==> config.mk <==
export PLATFORM = sky130hd
export DESIGN_NAME = mcrb_config
export DESIGN_NICKNAME = d
export VERILOG_FILES = /design/src/hdl/mcrb_pkg.sv /design/src/hdl/mcrb_pin_sync.sv /design/src/hdl/mcrb_config.sv
export SDC_FILE = /design/constraint.sdc
export NUM_CORES = 1
export LEC_CHECK = 0
export ABC_AREA = 1
export BUFFER_PORTS_ARGS = -buffer_cell sky130_fd_sc_hd__clkbuf_2
export CORE_MARGIN = 2
export CORE_UTILIZATION = 45
export DETAILED_ROUTE_END_ITERATION = 6
export GPL_ROUTABILITY_DRIVEN = 0
export PLACE_DENSITY = 0.78
export SLEW_MARGIN = 20
export SYNTH_ARGS = -nofsm -noshare
export SYNTH_HDL_FRONTEND = slang
export SYNTH_SLANG_ARGS = --single-unit
==> constraint.sdc <==
create_clock -name clk_i -period 1.4 [get_ports clk_i]
set_clock_uncertainty 0.2 [all_clocks]
set_input_delay 0.28 -clock clk_i [delete_from_list [all_inputs] [get_ports clk_i]]
set_output_delay 0.28 -clock clk_i [all_outputs]
set_load 0.01 [all_outputs]
==> src/hdl/mcrb_pkg.sv <==
// Constants for the second mode configuration register bank.
// Assumes an 8-bit page-0 register port driven by the bus front end.
package mcrb_pkg;

	localparam logic [1:0] PAGE_ZERO        = 2'h0;
	localparam logic [3:0] PHY_AND_BUS_OFS  = 4'hb;

	// Field positions
	localparam int PHY_TYPE_LSB             = 0;
	localparam int LINK_BIT                 = 2;
	localparam int WIDE_IO_BIT              = 3;
	localparam int READY_BIT                = 4;
	localparam int BUS_FAULT_BIT            = 5;
	localparam int ROM_WRITE_BIT            = 6;
	localparam int EEPROM_RELOAD_BIT        = 7;

	// Values after reset
	localparam logic [1:0] PHY_TYPE_RST     = 2'h0;
	localparam logic       LINK_DIS_RST     = 1'b0;
	localparam logic       WIDE_IO_RST      = 1'b0;
	localparam logic       READY_RST        = 1'b0;
	localparam logic       BUS_FAULT_RST    = 1'b0;
	localparam logic       ROM_WRITE_RST    = 1'b0;
	localparam logic [7:0] RDATA_RST        = 8'h00;

	// Stages in the pin synchroniser
	localparam int SYNC_STAGES              = 3;

	typedef enum logic [1:0]
	{
		MCRB_PHY_TP_STD   = 2'b00,
		MCRB_PHY_THIN     = 2'b01,
		MCRB_PHY_THICK    = 2'b10,
		MCRB_PHY_TP_LOW   = 2'b11
	} mcrb_phy_type;

endpackage : mcrb_pkg

==> src/hdl/mcrb_pin_sync.sv <==
// Three-stage synchroniser with agreement filter for one pin level.
// Assumes the pin is asynchronous to clk_i.
module mcrb_pin_sync
(
	input  wire logic clk_i,
	input  wire logic rst_i,
	input  wire logic pin_i,
	output logic      level_o
);

	logic [mcrb_pkg::SYNC_STAGES-1:0] stage_q;
	logic [mcrb_pkg::SYNC_STAGES-1:0] stage_d;
	logic                             level_q;
	logic                             level_d;

	always_comb
	begin
		stage_d = {stage_q[mcrb_pkg::SYNC_STAGES-2:0], pin_i};
		level_d = level_q;
		// First stage is left out on purpose: only stages two and three vote
		if (stage_q[1] == stage_q[2])
			level_d = stage_q[2];
	end

	always_ff @(posedge clk_i)
	begin
		if (rst_i)
		begin
			stage_q <= '0;
			level_q <= 1'b0;
		end
		else
		begin
			stage_q <= stage_d;
			level_q <= level_d;
		end
	end

	assign level_o = level_q;

endmodule : mcrb_pin_sync

==> src/hdl/mcrb_config.sv <==
// Second mode configuration register with its guarded write sequence.
// Assumes one-cycle read and write strobes from the bus front end on clk_i
// and bus timing inputs already in the clk_i domain.

// Overview of operation
// - Read of page 0 offset 0BH returns contents; write lands only right after it
// - Any intervening access routes the 0BH write to remote byte count 1
// - Bits 0-1 pick TP standard, thin coax, thick coax, TP reduced squelch
// - Twisted pair modes use TP pins; coax modes use the AUI pins
// - Coax select pin is low for thick coax and high for thin coax
// - Reduced-squelch TP mode applies lower receive squelch thresholds
// - Writing one to bit 2 disables link pulses and link checking
// - Bit 2 reads back the link LED state
// - Bit 3 high gives wide IO indication after strobe, low on decode alone
// - Bit 4 low gives ready after command strobe, high after address latch
// - Bus fault flag sets when host ends a cycle ignoring wait states
// - Writing one clears the bus fault flag unless a fault sets it that cycle; zero leaves it
// - Bit 6 low blocks all write cycles toward the boot PROM
// - Writing one to bit 7 starts the EEPROM reload
module mcrb_config
(
	input  wire logic       clk_i,
	input  wire logic       rst_i,
	// Page-0 register port
	input  wire logic       reg_rd_i,
	input  wire logic       reg_wr_i,
	input  wire logic [1:0] reg_page_i,
	input  wire logic [3:0] reg_addr_i,
	input  wire logic [7:0] reg_wdata_i,
	output logic [7:0]      reg_rdata_o,
	output logic            reg_rdata_valid_o,
	output logic            remote_count1_wr_o,
	output logic [7:0]      remote_count1_wdata_o,
	// Transceiver side
	input  wire logic       link_integrity_pin_i,
	output logic [1:0]      phy_type_select_o,
	output logic            twisted_pair_mode_o,
	output logic            aui_select_o,
	output logic            coax_thin_o,
	output logic            squelch_reduced_o,
	output logic            link_test_disable_o,
	output logic            link_led_o,
	// Bus timing
	input  wire logic       addr_decode_i,
	input  wire logic       io_strobe_i,
	input  wire logic       cmd_strobe_i,
	input  wire logic       addr_latch_i,
	input  wire logic       wait_abort_i,
	output logic            wide_io_o,
	output logic            ready_start_o,
	// Boot PROM and EEPROM
	input  wire logic       rom_write_req_i,
	output logic            rom_write_o,
	output logic            eeprom_reload_trigger_o
);

	logic [1:0] phy_type_select_q;
	logic [1:0] phy_type_select_d;
	logic       link_disable_q;
	logic       link_disable_d;
	logic       wide_io_timing_select_q;
	logic       wide_io_timing_select_d;
	logic       ready_timing_select_q;
	logic       ready_timing_select_d;
	logic       bus_fault_flag_q;
	logic       bus_fault_flag_d;
	logic       rom_write_allow_q;
	logic       rom_write_allow_d;
	logic       armed_q;
	logic       armed_d;
	logic [7:0] rdata_q;
	logic [7:0] rdata_d;
	logic       rdata_valid_q;
	logic       rdata_valid_d;
	logic       rc1_wr_q;
	logic       rc1_wr_d;
	logic [7:0] rc1_wdata_q;
	logic [7:0] rc1_wdata_d;
	logic       reload_q;
	logic       reload_d;

	logic       link_sync;
	logic       hit;
	logic       is_coax;
	logic       link_status;
	logic [7:0] read_value;
	logic       rd_hit;
	logic       wr_hit;
	logic       wr_armed;
	logic       coax_thin;
	logic       squelch_reduced;

	mcrb_pin_sync u_link_sync
	(
		.clk_i   (clk_i),
		.rst_i   (rst_i),
		.pin_i   (link_integrity_pin_i),
		.level_o (link_sync)
	);

	assign hit = (reg_page_i == mcrb_pkg::PAGE_ZERO)
		&& (reg_addr_i == mcrb_pkg::PHY_AND_BUS_OFS);

	// interface type decode
	// Every code spelled out so no mode lands in the wrong pin group
	always_comb
	begin
		is_coax         = 1'b0;
		coax_thin       = 1'b0;
		squelch_reduced = 1'b0;
		case (phy_type_select_q)
			mcrb_pkg::MCRB_PHY_TP_STD:
			begin
				is_coax = 1'b0;
			end
			mcrb_pkg::MCRB_PHY_THIN:
			begin
				is_coax   = 1'b1;
				coax_thin = 1'b1;
			end
			mcrb_pkg::MCRB_PHY_THICK:
			begin
				is_coax = 1'b1;
			end
			mcrb_pkg::MCRB_PHY_TP_LOW:
			begin
				squelch_reduced = 1'b1;
			end
			default:
			begin
				is_coax = 1'b0;
			end
		endcase
	end

	assign link_status = is_coax ? 1'b0 : (link_disable_q | link_sync);

	always_comb
	begin
		read_value = 8'h00;
		read_value[mcrb_pkg::PHY_TYPE_LSB +: 2] = phy_type_select_q;
		read_value[mcrb_pkg::LINK_BIT] = link_status;
		read_value[mcrb_pkg::WIDE_IO_BIT] = wide_io_timing_select_q;
		read_value[mcrb_pkg::READY_BIT] = ready_timing_select_q;
		read_value[mcrb_pkg::BUS_FAULT_BIT] = bus_fault_flag_q;
		read_value[mcrb_pkg::ROM_WRITE_BIT] = rom_write_allow_q;
	end

	// Access decode shared by the state groups
	assign rd_hit   = reg_rd_i && hit;
	assign wr_hit   = reg_wr_i && hit;
	assign wr_armed = wr_hit && armed_q;

	// Guard and read port group
	always_comb
	begin
		armed_d       = armed_q;
		rdata_d       = rdata_q;
		rdata_valid_d = 1'b0;
		rc1_wr_d      = 1'b0;
		rc1_wdata_d   = rc1_wdata_q;

		// armed flag tracking
		// Any other access disarms so a stale read cannot open a write
		if (reg_rd_i || reg_wr_i)
			armed_d = rd_hit;

		if (rd_hit)
		begin
			rdata_d       = read_value;
			rdata_valid_d = 1'b1;
		end

		if (wr_hit && !armed_q)
		begin
			rc1_wr_d    = 1'b1;
			rc1_wdata_d = reg_wdata_i;
		end
	end

	always_ff @(posedge clk_i)
	begin
		if (rst_i)
		begin
			armed_q       <= 1'b0;
			rdata_q       <= mcrb_pkg::RDATA_RST;
			rdata_valid_q <= 1'b0;
			rc1_wr_q      <= 1'b0;
			rc1_wdata_q   <= 8'h00;
		end
		else
		begin
			armed_q       <= armed_d;
			rdata_q       <= rdata_d;
			rdata_valid_q <= rdata_valid_d;
			rc1_wr_q      <= rc1_wr_d;
			rc1_wdata_q   <= rc1_wdata_d;
		end
	end

	// Stored configuration group
	always_comb
	begin
		phy_type_select_d       = phy_type_select_q;
		link_disable_d          = link_disable_q;
		wide_io_timing_select_d = wide_io_timing_select_q;
		ready_timing_select_d   = ready_timing_select_q;
		rom_write_allow_d       = rom_write_allow_q;
		reload_d                = 1'b0;

		if (wr_armed)
		begin
			phy_type_select_d =
				reg_wdata_i[mcrb_pkg::PHY_TYPE_LSB +: 2];
			link_disable_d = reg_wdata_i[mcrb_pkg::LINK_BIT];
			wide_io_timing_select_d =
				reg_wdata_i[mcrb_pkg::WIDE_IO_BIT];
			ready_timing_select_d = reg_wdata_i[mcrb_pkg::READY_BIT];
			rom_write_allow_d = reg_wdata_i[mcrb_pkg::ROM_WRITE_BIT];
			reload_d = reg_wdata_i[mcrb_pkg::EEPROM_RELOAD_BIT];
		end
	end

	always_ff @(posedge clk_i)
	begin
		if (rst_i)
		begin
			phy_type_select_q       <= mcrb_pkg::PHY_TYPE_RST;
			link_disable_q          <= mcrb_pkg::LINK_DIS_RST;
			wide_io_timing_select_q <= mcrb_pkg::WIDE_IO_RST;
			ready_timing_select_q   <= mcrb_pkg::READY_RST;
			rom_write_allow_q       <= mcrb_pkg::ROM_WRITE_RST;
			reload_q                <= 1'b0;
		end
		else
		begin
			phy_type_select_q       <= phy_type_select_d;
			link_disable_q          <= link_disable_d;
			wide_io_timing_select_q <= wide_io_timing_select_d;
			ready_timing_select_q   <= ready_timing_select_d;
			rom_write_allow_q       <= rom_write_allow_d;
			reload_q                <= reload_d;
		end
	end

	// Bus fault group
	always_comb
	begin
		bus_fault_flag_d = bus_fault_flag_q;
		if (wr_armed && reg_wdata_i[mcrb_pkg::BUS_FAULT_BIT])
			bus_fault_flag_d = 1'b0;
		// set beats clear
		// Set wins so a fault in the clearing cycle is never lost
		if (wait_abort_i)
			bus_fault_flag_d = 1'b1;
	end

	always_ff @(posedge clk_i)
	begin
		if (rst_i)
			bus_fault_flag_q <= mcrb_pkg::BUS_FAULT_RST;
		else
			bus_fault_flag_q <= bus_fault_flag_d;
	end

	assign reg_rdata_o           = rdata_q;
	assign reg_rdata_valid_o     = rdata_valid_q;
	assign remote_count1_wr_o    = rc1_wr_q;
	assign remote_count1_wdata_o = rc1_wdata_q;

	assign phy_type_select_o   = phy_type_select_q;
	assign twisted_pair_mode_o = ~is_coax;
	assign aui_select_o        = is_coax;
	assign coax_thin_o         = coax_thin;
	assign squelch_reduced_o   = squelch_reduced;
	assign link_test_disable_o = link_disable_q;
	assign link_led_o          = link_status;

	assign wide_io_o = addr_decode_i
		&& (!wide_io_timing_select_q || io_strobe_i);
	assign ready_start_o = ready_timing_select_q ? addr_latch_i
		: cmd_strobe_i;
	assign rom_write_o = rom_write_req_i && rom_write_allow_q;

	// Reload is a pulse so the bit never reads or stays high
	assign eeprom_reload_trigger_o = reload_q;

endmodule : mcrb_config

# Word level (Yosys, flattened, before mapping)
# Cells that the tools add are included.
[word_totals]
reg_bits = 30
in_bits = 25
out_inout_bits = 30
[classes]
n_eq_ne = 5
n_mux = 9
n_bitwise = 3
reduce_logical = 16
[ops]
columns = ["cell", "count"]
rows = [
  ["$mux W1", 9],
  ["$logic_and A1 B1 Y1", 8],
  ["$eq A2 B2 Y1 const B", 2],
  ["$eq A4 B4 Y1 const B", 1],
  ["$reduce_or A2 Y1", 2],
  ["$eq A2 B1 Y1 const B", 1],
  ["$logic_not A1 Y1", 2],
  ["$logic_not A2 Y1", 1],
  ["$logic_or A1 B1 Y1", 2],
  ["$not A1 Y1", 2],
  ["$reduce_bool A2 Y1", 1],
  ["$eq A1 B1 Y1", 1],
  ["$or A1 B1 Y1", 1],
]

# Depth between registers and ports, before layout
[logic_depth]
ltp_word = 7
depth_mapped = 8
mapped_depth_nobuf = 8

# Modules after synthesis
# A second synthesis with hierarchy kept.
[hier_totals]
cells_unflattened = 166
hier_area_um2 = 1221.2
[by_module_without_submodules]
columns = ["mod", "n_inst", "cells_each", "area_each_um2", "seq_area_each_um2"]
rows = [
  ["mcrb_config", 1, 153, 1099.8, 520.5],
  ["mcrb_pin_sync", 1, 13, 121.4, 80.1],
]

# Worst setup path before layout
# OpenSTA, ideal clock, no wires.
[synth_timing]
path_type = "reg2reg"
startpoint = "register phy_type_select_q[1] (netlist: phy_type_select_o[1])"
endpoint = "register rdata_q[2] (netlist: reg_rdata_o[2])"
setup_time_ns = 0.070
arrival_time_ns = 1.314
path_slack_ns = -0.184
path_stages_with_launch = 7
n_path_buf = 0
cell_sequence = "dfxtp_1 inv_1 ha_1 inv_1 nor2_1 o21ai_0 a21oi_1"
[synth_between]
elab_chain_cells = 4
word_cells_on_any_way = 5
classes_between = "eq/ne (2); mux (2); reduce/logical (1)"
[synth_lines]
columns = ["item", "line_no", "rtl"]
rows = [
  ["start: declaration", "mcrb_config.sv:57", "logic [1:0] phy_type_select_q;"],
  ["start signal: assignment", "mcrb_config.sv:228", "phy_type_select_q <= mcrb_pkg::PHY_TYPE_RST;"],
  ["start signal: assignment", "mcrb_config.sv:237", "phy_type_select_q <= phy_type_select_d;"],
  ["$eq A2 B1 Y1 or $eq A2 B2 Y1 (tied branches)", "mcrb_config.sv:111", "case (phy_type_select_q)"],
  ["$reduce_or A2 Y1 (no source line) *", "--", ""],
  ["$mux W1 *", "mcrb_config.sv:111", ""],
  ["via aui_select_o", "mcrb_config.sv:38", "output logic aui_select_o,"],
  ["$mux W1 *", "mcrb_config.sv:136", "assign link_status = is_coax ? 1'b0 : (link_disable_q | link_sync);"],
  ["via link_led_o", "mcrb_config.sv:42", "output logic link_led_o,"],
  ["end signal: assignment", "mcrb_config.sv:186", "rdata_q <= mcrb_pkg::RDATA_RST;"],
  ["end signal: assignment", "mcrb_config.sv:194", "rdata_q <= rdata_d;"],
  ["end: declaration", "mcrb_config.sv:71", "logic [7:0] rdata_q;"],
]
# The timed path passes the listed nets; every way through them passes the cells marked *.
# A chain may end at the register's enable or synchronous reset.

# Final worst setup path
[layout_timing]
startpoint = "register phy_type_select_q[1] (netlist: phy_type_select_o[1])"
endpoint = "output port link_led_o"
[layout_between]
elab_chain_cells = 4
word_cells_on_any_way = 5
classes_between = "eq/ne (2); mux (2); reduce/logical (1)"
[layout_lines]
columns = ["item", "line_no"]
rows = [
  ["$eq A2 B1 Y1 or $eq A2 B2 Y1 (tied branches)", "mcrb_config.sv:111"],
  ["$reduce_or A2 Y1 (no source line) *", "--"],
  ["$mux W1 *", "mcrb_config.sv:111"],
  ["$mux W1 *", "mcrb_config.sv:136"],
  ["end: declaration", "mcrb_config.sv:42"],
]
# Every way passes the cells marked *; elsewhere a longest branch is shown, timed or not.

==> metrics.txt <==
Adder-Cell Fraction of Synth Area roughly 2.2%; share of cells above drive strength 1 between 40 and 50%; # clock sinks 30; Hold Crit Class in2reg; I/O pin count 55; number of global-route vias before repair 1030; CP Data Arrival Time 1.22 ns; wire length per cell 11.8 um; area share of the largest cell type after synthesis slightly above 50%; Post-Syn Instances roughly 150; Tot GR Track Use between 20% and 30%; row cnt 18; total grt overflow 0; root buffer cell clkbuf_4; crit path kind reg2out; power density cells around 1000 nW/um^2; largest net degree at the start of global routing 22; die width 54.8 um; synth cell count leaders nand2_1 (33), dfxtp_1 (30), a21oi_1 (23); Static Leak roughly 0.86 nW; Reg area 612 um^2; most common cell in the netlist nand2_1; DRC Markers 0; Reg clk slew, reported paths around 0.10 ns; Final Cycle Share 121%; status complete, but fails checks; Fin. Hold Viols 0; placed cell count between 200 and 250; first-pass GRT wire length approximately 4400 um; initial antenna violation count 0; Post-DP HPWL 1990 um; Warnings, synthesis 0; final net count about 250; Die ar. between 2000 and 3000 um^2; Primary FF master, synth dfxtp_1; vias per cell approximately 4.7; RSZ-0062 raised after global routing yes; Post-synth EDFFs 0; routed vias between 1k and 1.5k; violated checks setup timing; critical path peak fanout 2; synthesized cell area about 1200 um^2; hold_ws approximately 0.013 ns; area grow syn2layout 58.1%; post-synthesis xor/xnor area fraction 0%; Clock Latency Late Sink about 0.33 ns; final std cells w/o fill 253; CTS tree yes; CP Data Required Time between 0.9 and 1 ns; I/O Buffers 53; # diodes 0; Starting Density a little under half; Distinct cells, synth 23; Multi-input gate area a little under 500 um^2; CP Capture Type primary output; area leader, netlist dfxtp_1; post-layout min period approximately 1.7 ns; maxcap violations 0; syn_nets ~170; Avg Cell Area, Syn 8.00 um^2; Antenna Violating Nets Remaining 0; Yosys reg bits 30; Post-synth ARST share 0%; DR iter-0 viols 21; Die H 54.8 um; crit path launch type flip-flop; post-synthesis mux area share less than 1%; Max Freq roughly 0.59 GHz; DRT Pass-1 Iters 4; TritonCTS Buffers 5; worst setup margin -0.300 ns; DP Area about 1500 um^2; fill cell count between 150 and 200; main area contributors after synthesis dfxtp_1 (52%), nand2_1 (11%), a21oi_1 (9.9%); post-synthesis compound-gate area fraction 15.1%; clock buffer depth 2; core area about 2500 um^2; Max Slew Vio Count 0; CTS H-tree depth 2; sequential area share after synthesis between 50 and 60%; post-layout util about three quarters; Design Power between 1.5 and 2 mW; Final setup viols 8; largest family of logic cells by synthesized area simple AND/OR/NAND/NOR gates; Post-Route WL 2990 um; VDD IR max around 0.0009 V; Final Cell Area ~1800 um^2; Post-Synth Simple-Gate Area roughly a fifth
flip-flops by register name, indices dropped and copies added, names as in the netlist:
name                     flops
link_test_disable_o          1
rom_write_allow_q            1
bus_fault_flag_q             1
reg_rdata_o                  7
wide_io_timing_select_q      1
remote_count1_wr_o           1
u_link_sync.level_o          1
remote_count1_wdata_o        8
eeprom_reload_trigger_o      1
armed_q                      1
phy_type_select_o            2
reg_rdata_valid_o            1
u_link_sync.stage_q          3
ready_timing_select_q        1
kinds of logic (layout without fill, tap and decap cells):
kind of cell | Yosys count | in the layout
adders and majority gates | 2 | 2
and+or+nand+nor | 52 | 52
AOI/OAI and AO/OA | 33 | 33
other | 1 | 1
DFF | 30 | 30
muxes | 1 | 1
buffers and inverters | 26 | 104
metrics by stage:
step / setup TNS (ns) / setup slack, ns
4_1_cts: -1.64 / -0.354
5_1_grt: -1.67 / -0.349
2_1_floorplan: 0 / 0.000177
6_report: -1.30 / -0.300
3_5_place_dp: -0.264 / -0.0541
3_3_place_gp: 0 / 0.00601
worst max-delay path: stages (launching register included):
cell and delay [ns]:
dfxtp_4 0.36, inv_2 0.04, ha_4 0.26, inv_2 0.05, nor2_4 0.08, buf_6 0.10
layout by cell type (no fill, tap or decap), types with 6 or more instances in the layout:
master         netlist  routed
buf_4                2      11
buf_6                0       8
clkbuf_2             0      43
nor2_1              10       9
dfxtp_1             30      25
a21oi_1             23      23
inv_1               20      18
dlygate4sd3_1        0       9
o21ai_0              7       6
nand2_1             33      33
worst paths after layout:
kind                            cells after the start                      to  slack, ns                   start
worst max-delay path                                5              link_led_o      -0.30    phy_type_select_o[1]
worst min-delay path                                4                 armed_q       0.01                reg_rd_i
worst max register to register                      7          reg_rdata_o[2]       0.06    phy_type_select_o[1]
worst min register to register                      2  u_link_sync.stage_q[1]       0.21  u_link_sync.stage_q[0]
layout make-up:
| type | instances | share of cell area, % |
|---|---|---|
| tap | 30 | 2.05 |
| sequential | 30 | 33.4 |
| timing repair buffer | 74 | 26.9 |
| clock buffer | 6 | 2.80 |
| multi-input combinational | 89 | 26.8 |
| inverter | 22 | 4.84 |
| clock inverter | 2 | 3.27 |
what timing repair did:
action                     in CTS  in global routing
hold endpoints to repair       14                  0
buffers inserted                6                  2
hold buffers                    9                  0
pin swaps                       3                  1
gates resized for setup        12                 22
setup endpoints to repair      10                 10
routing by layer:
layer / track usage, % / vias up / wire (um)
li1: - / 606 / -
met1: 24.5 / 540 / 1230
met2: 35.9 / 42 / 1520
met5: 0 / - / 0
met3: 8.20 / 6 / 197
met4: 7.50 / 0 / 39
power by group:
group	switching [mW]	total [mW]	internal [mW]	leakage, nW
sequential	0.00441	0.862	0.857	0.246
combinational	0.0576	0.120	0.0622	0.558
clock	0.310	0.915	0.605	0.0585
(Power assumes the default switching activity.)
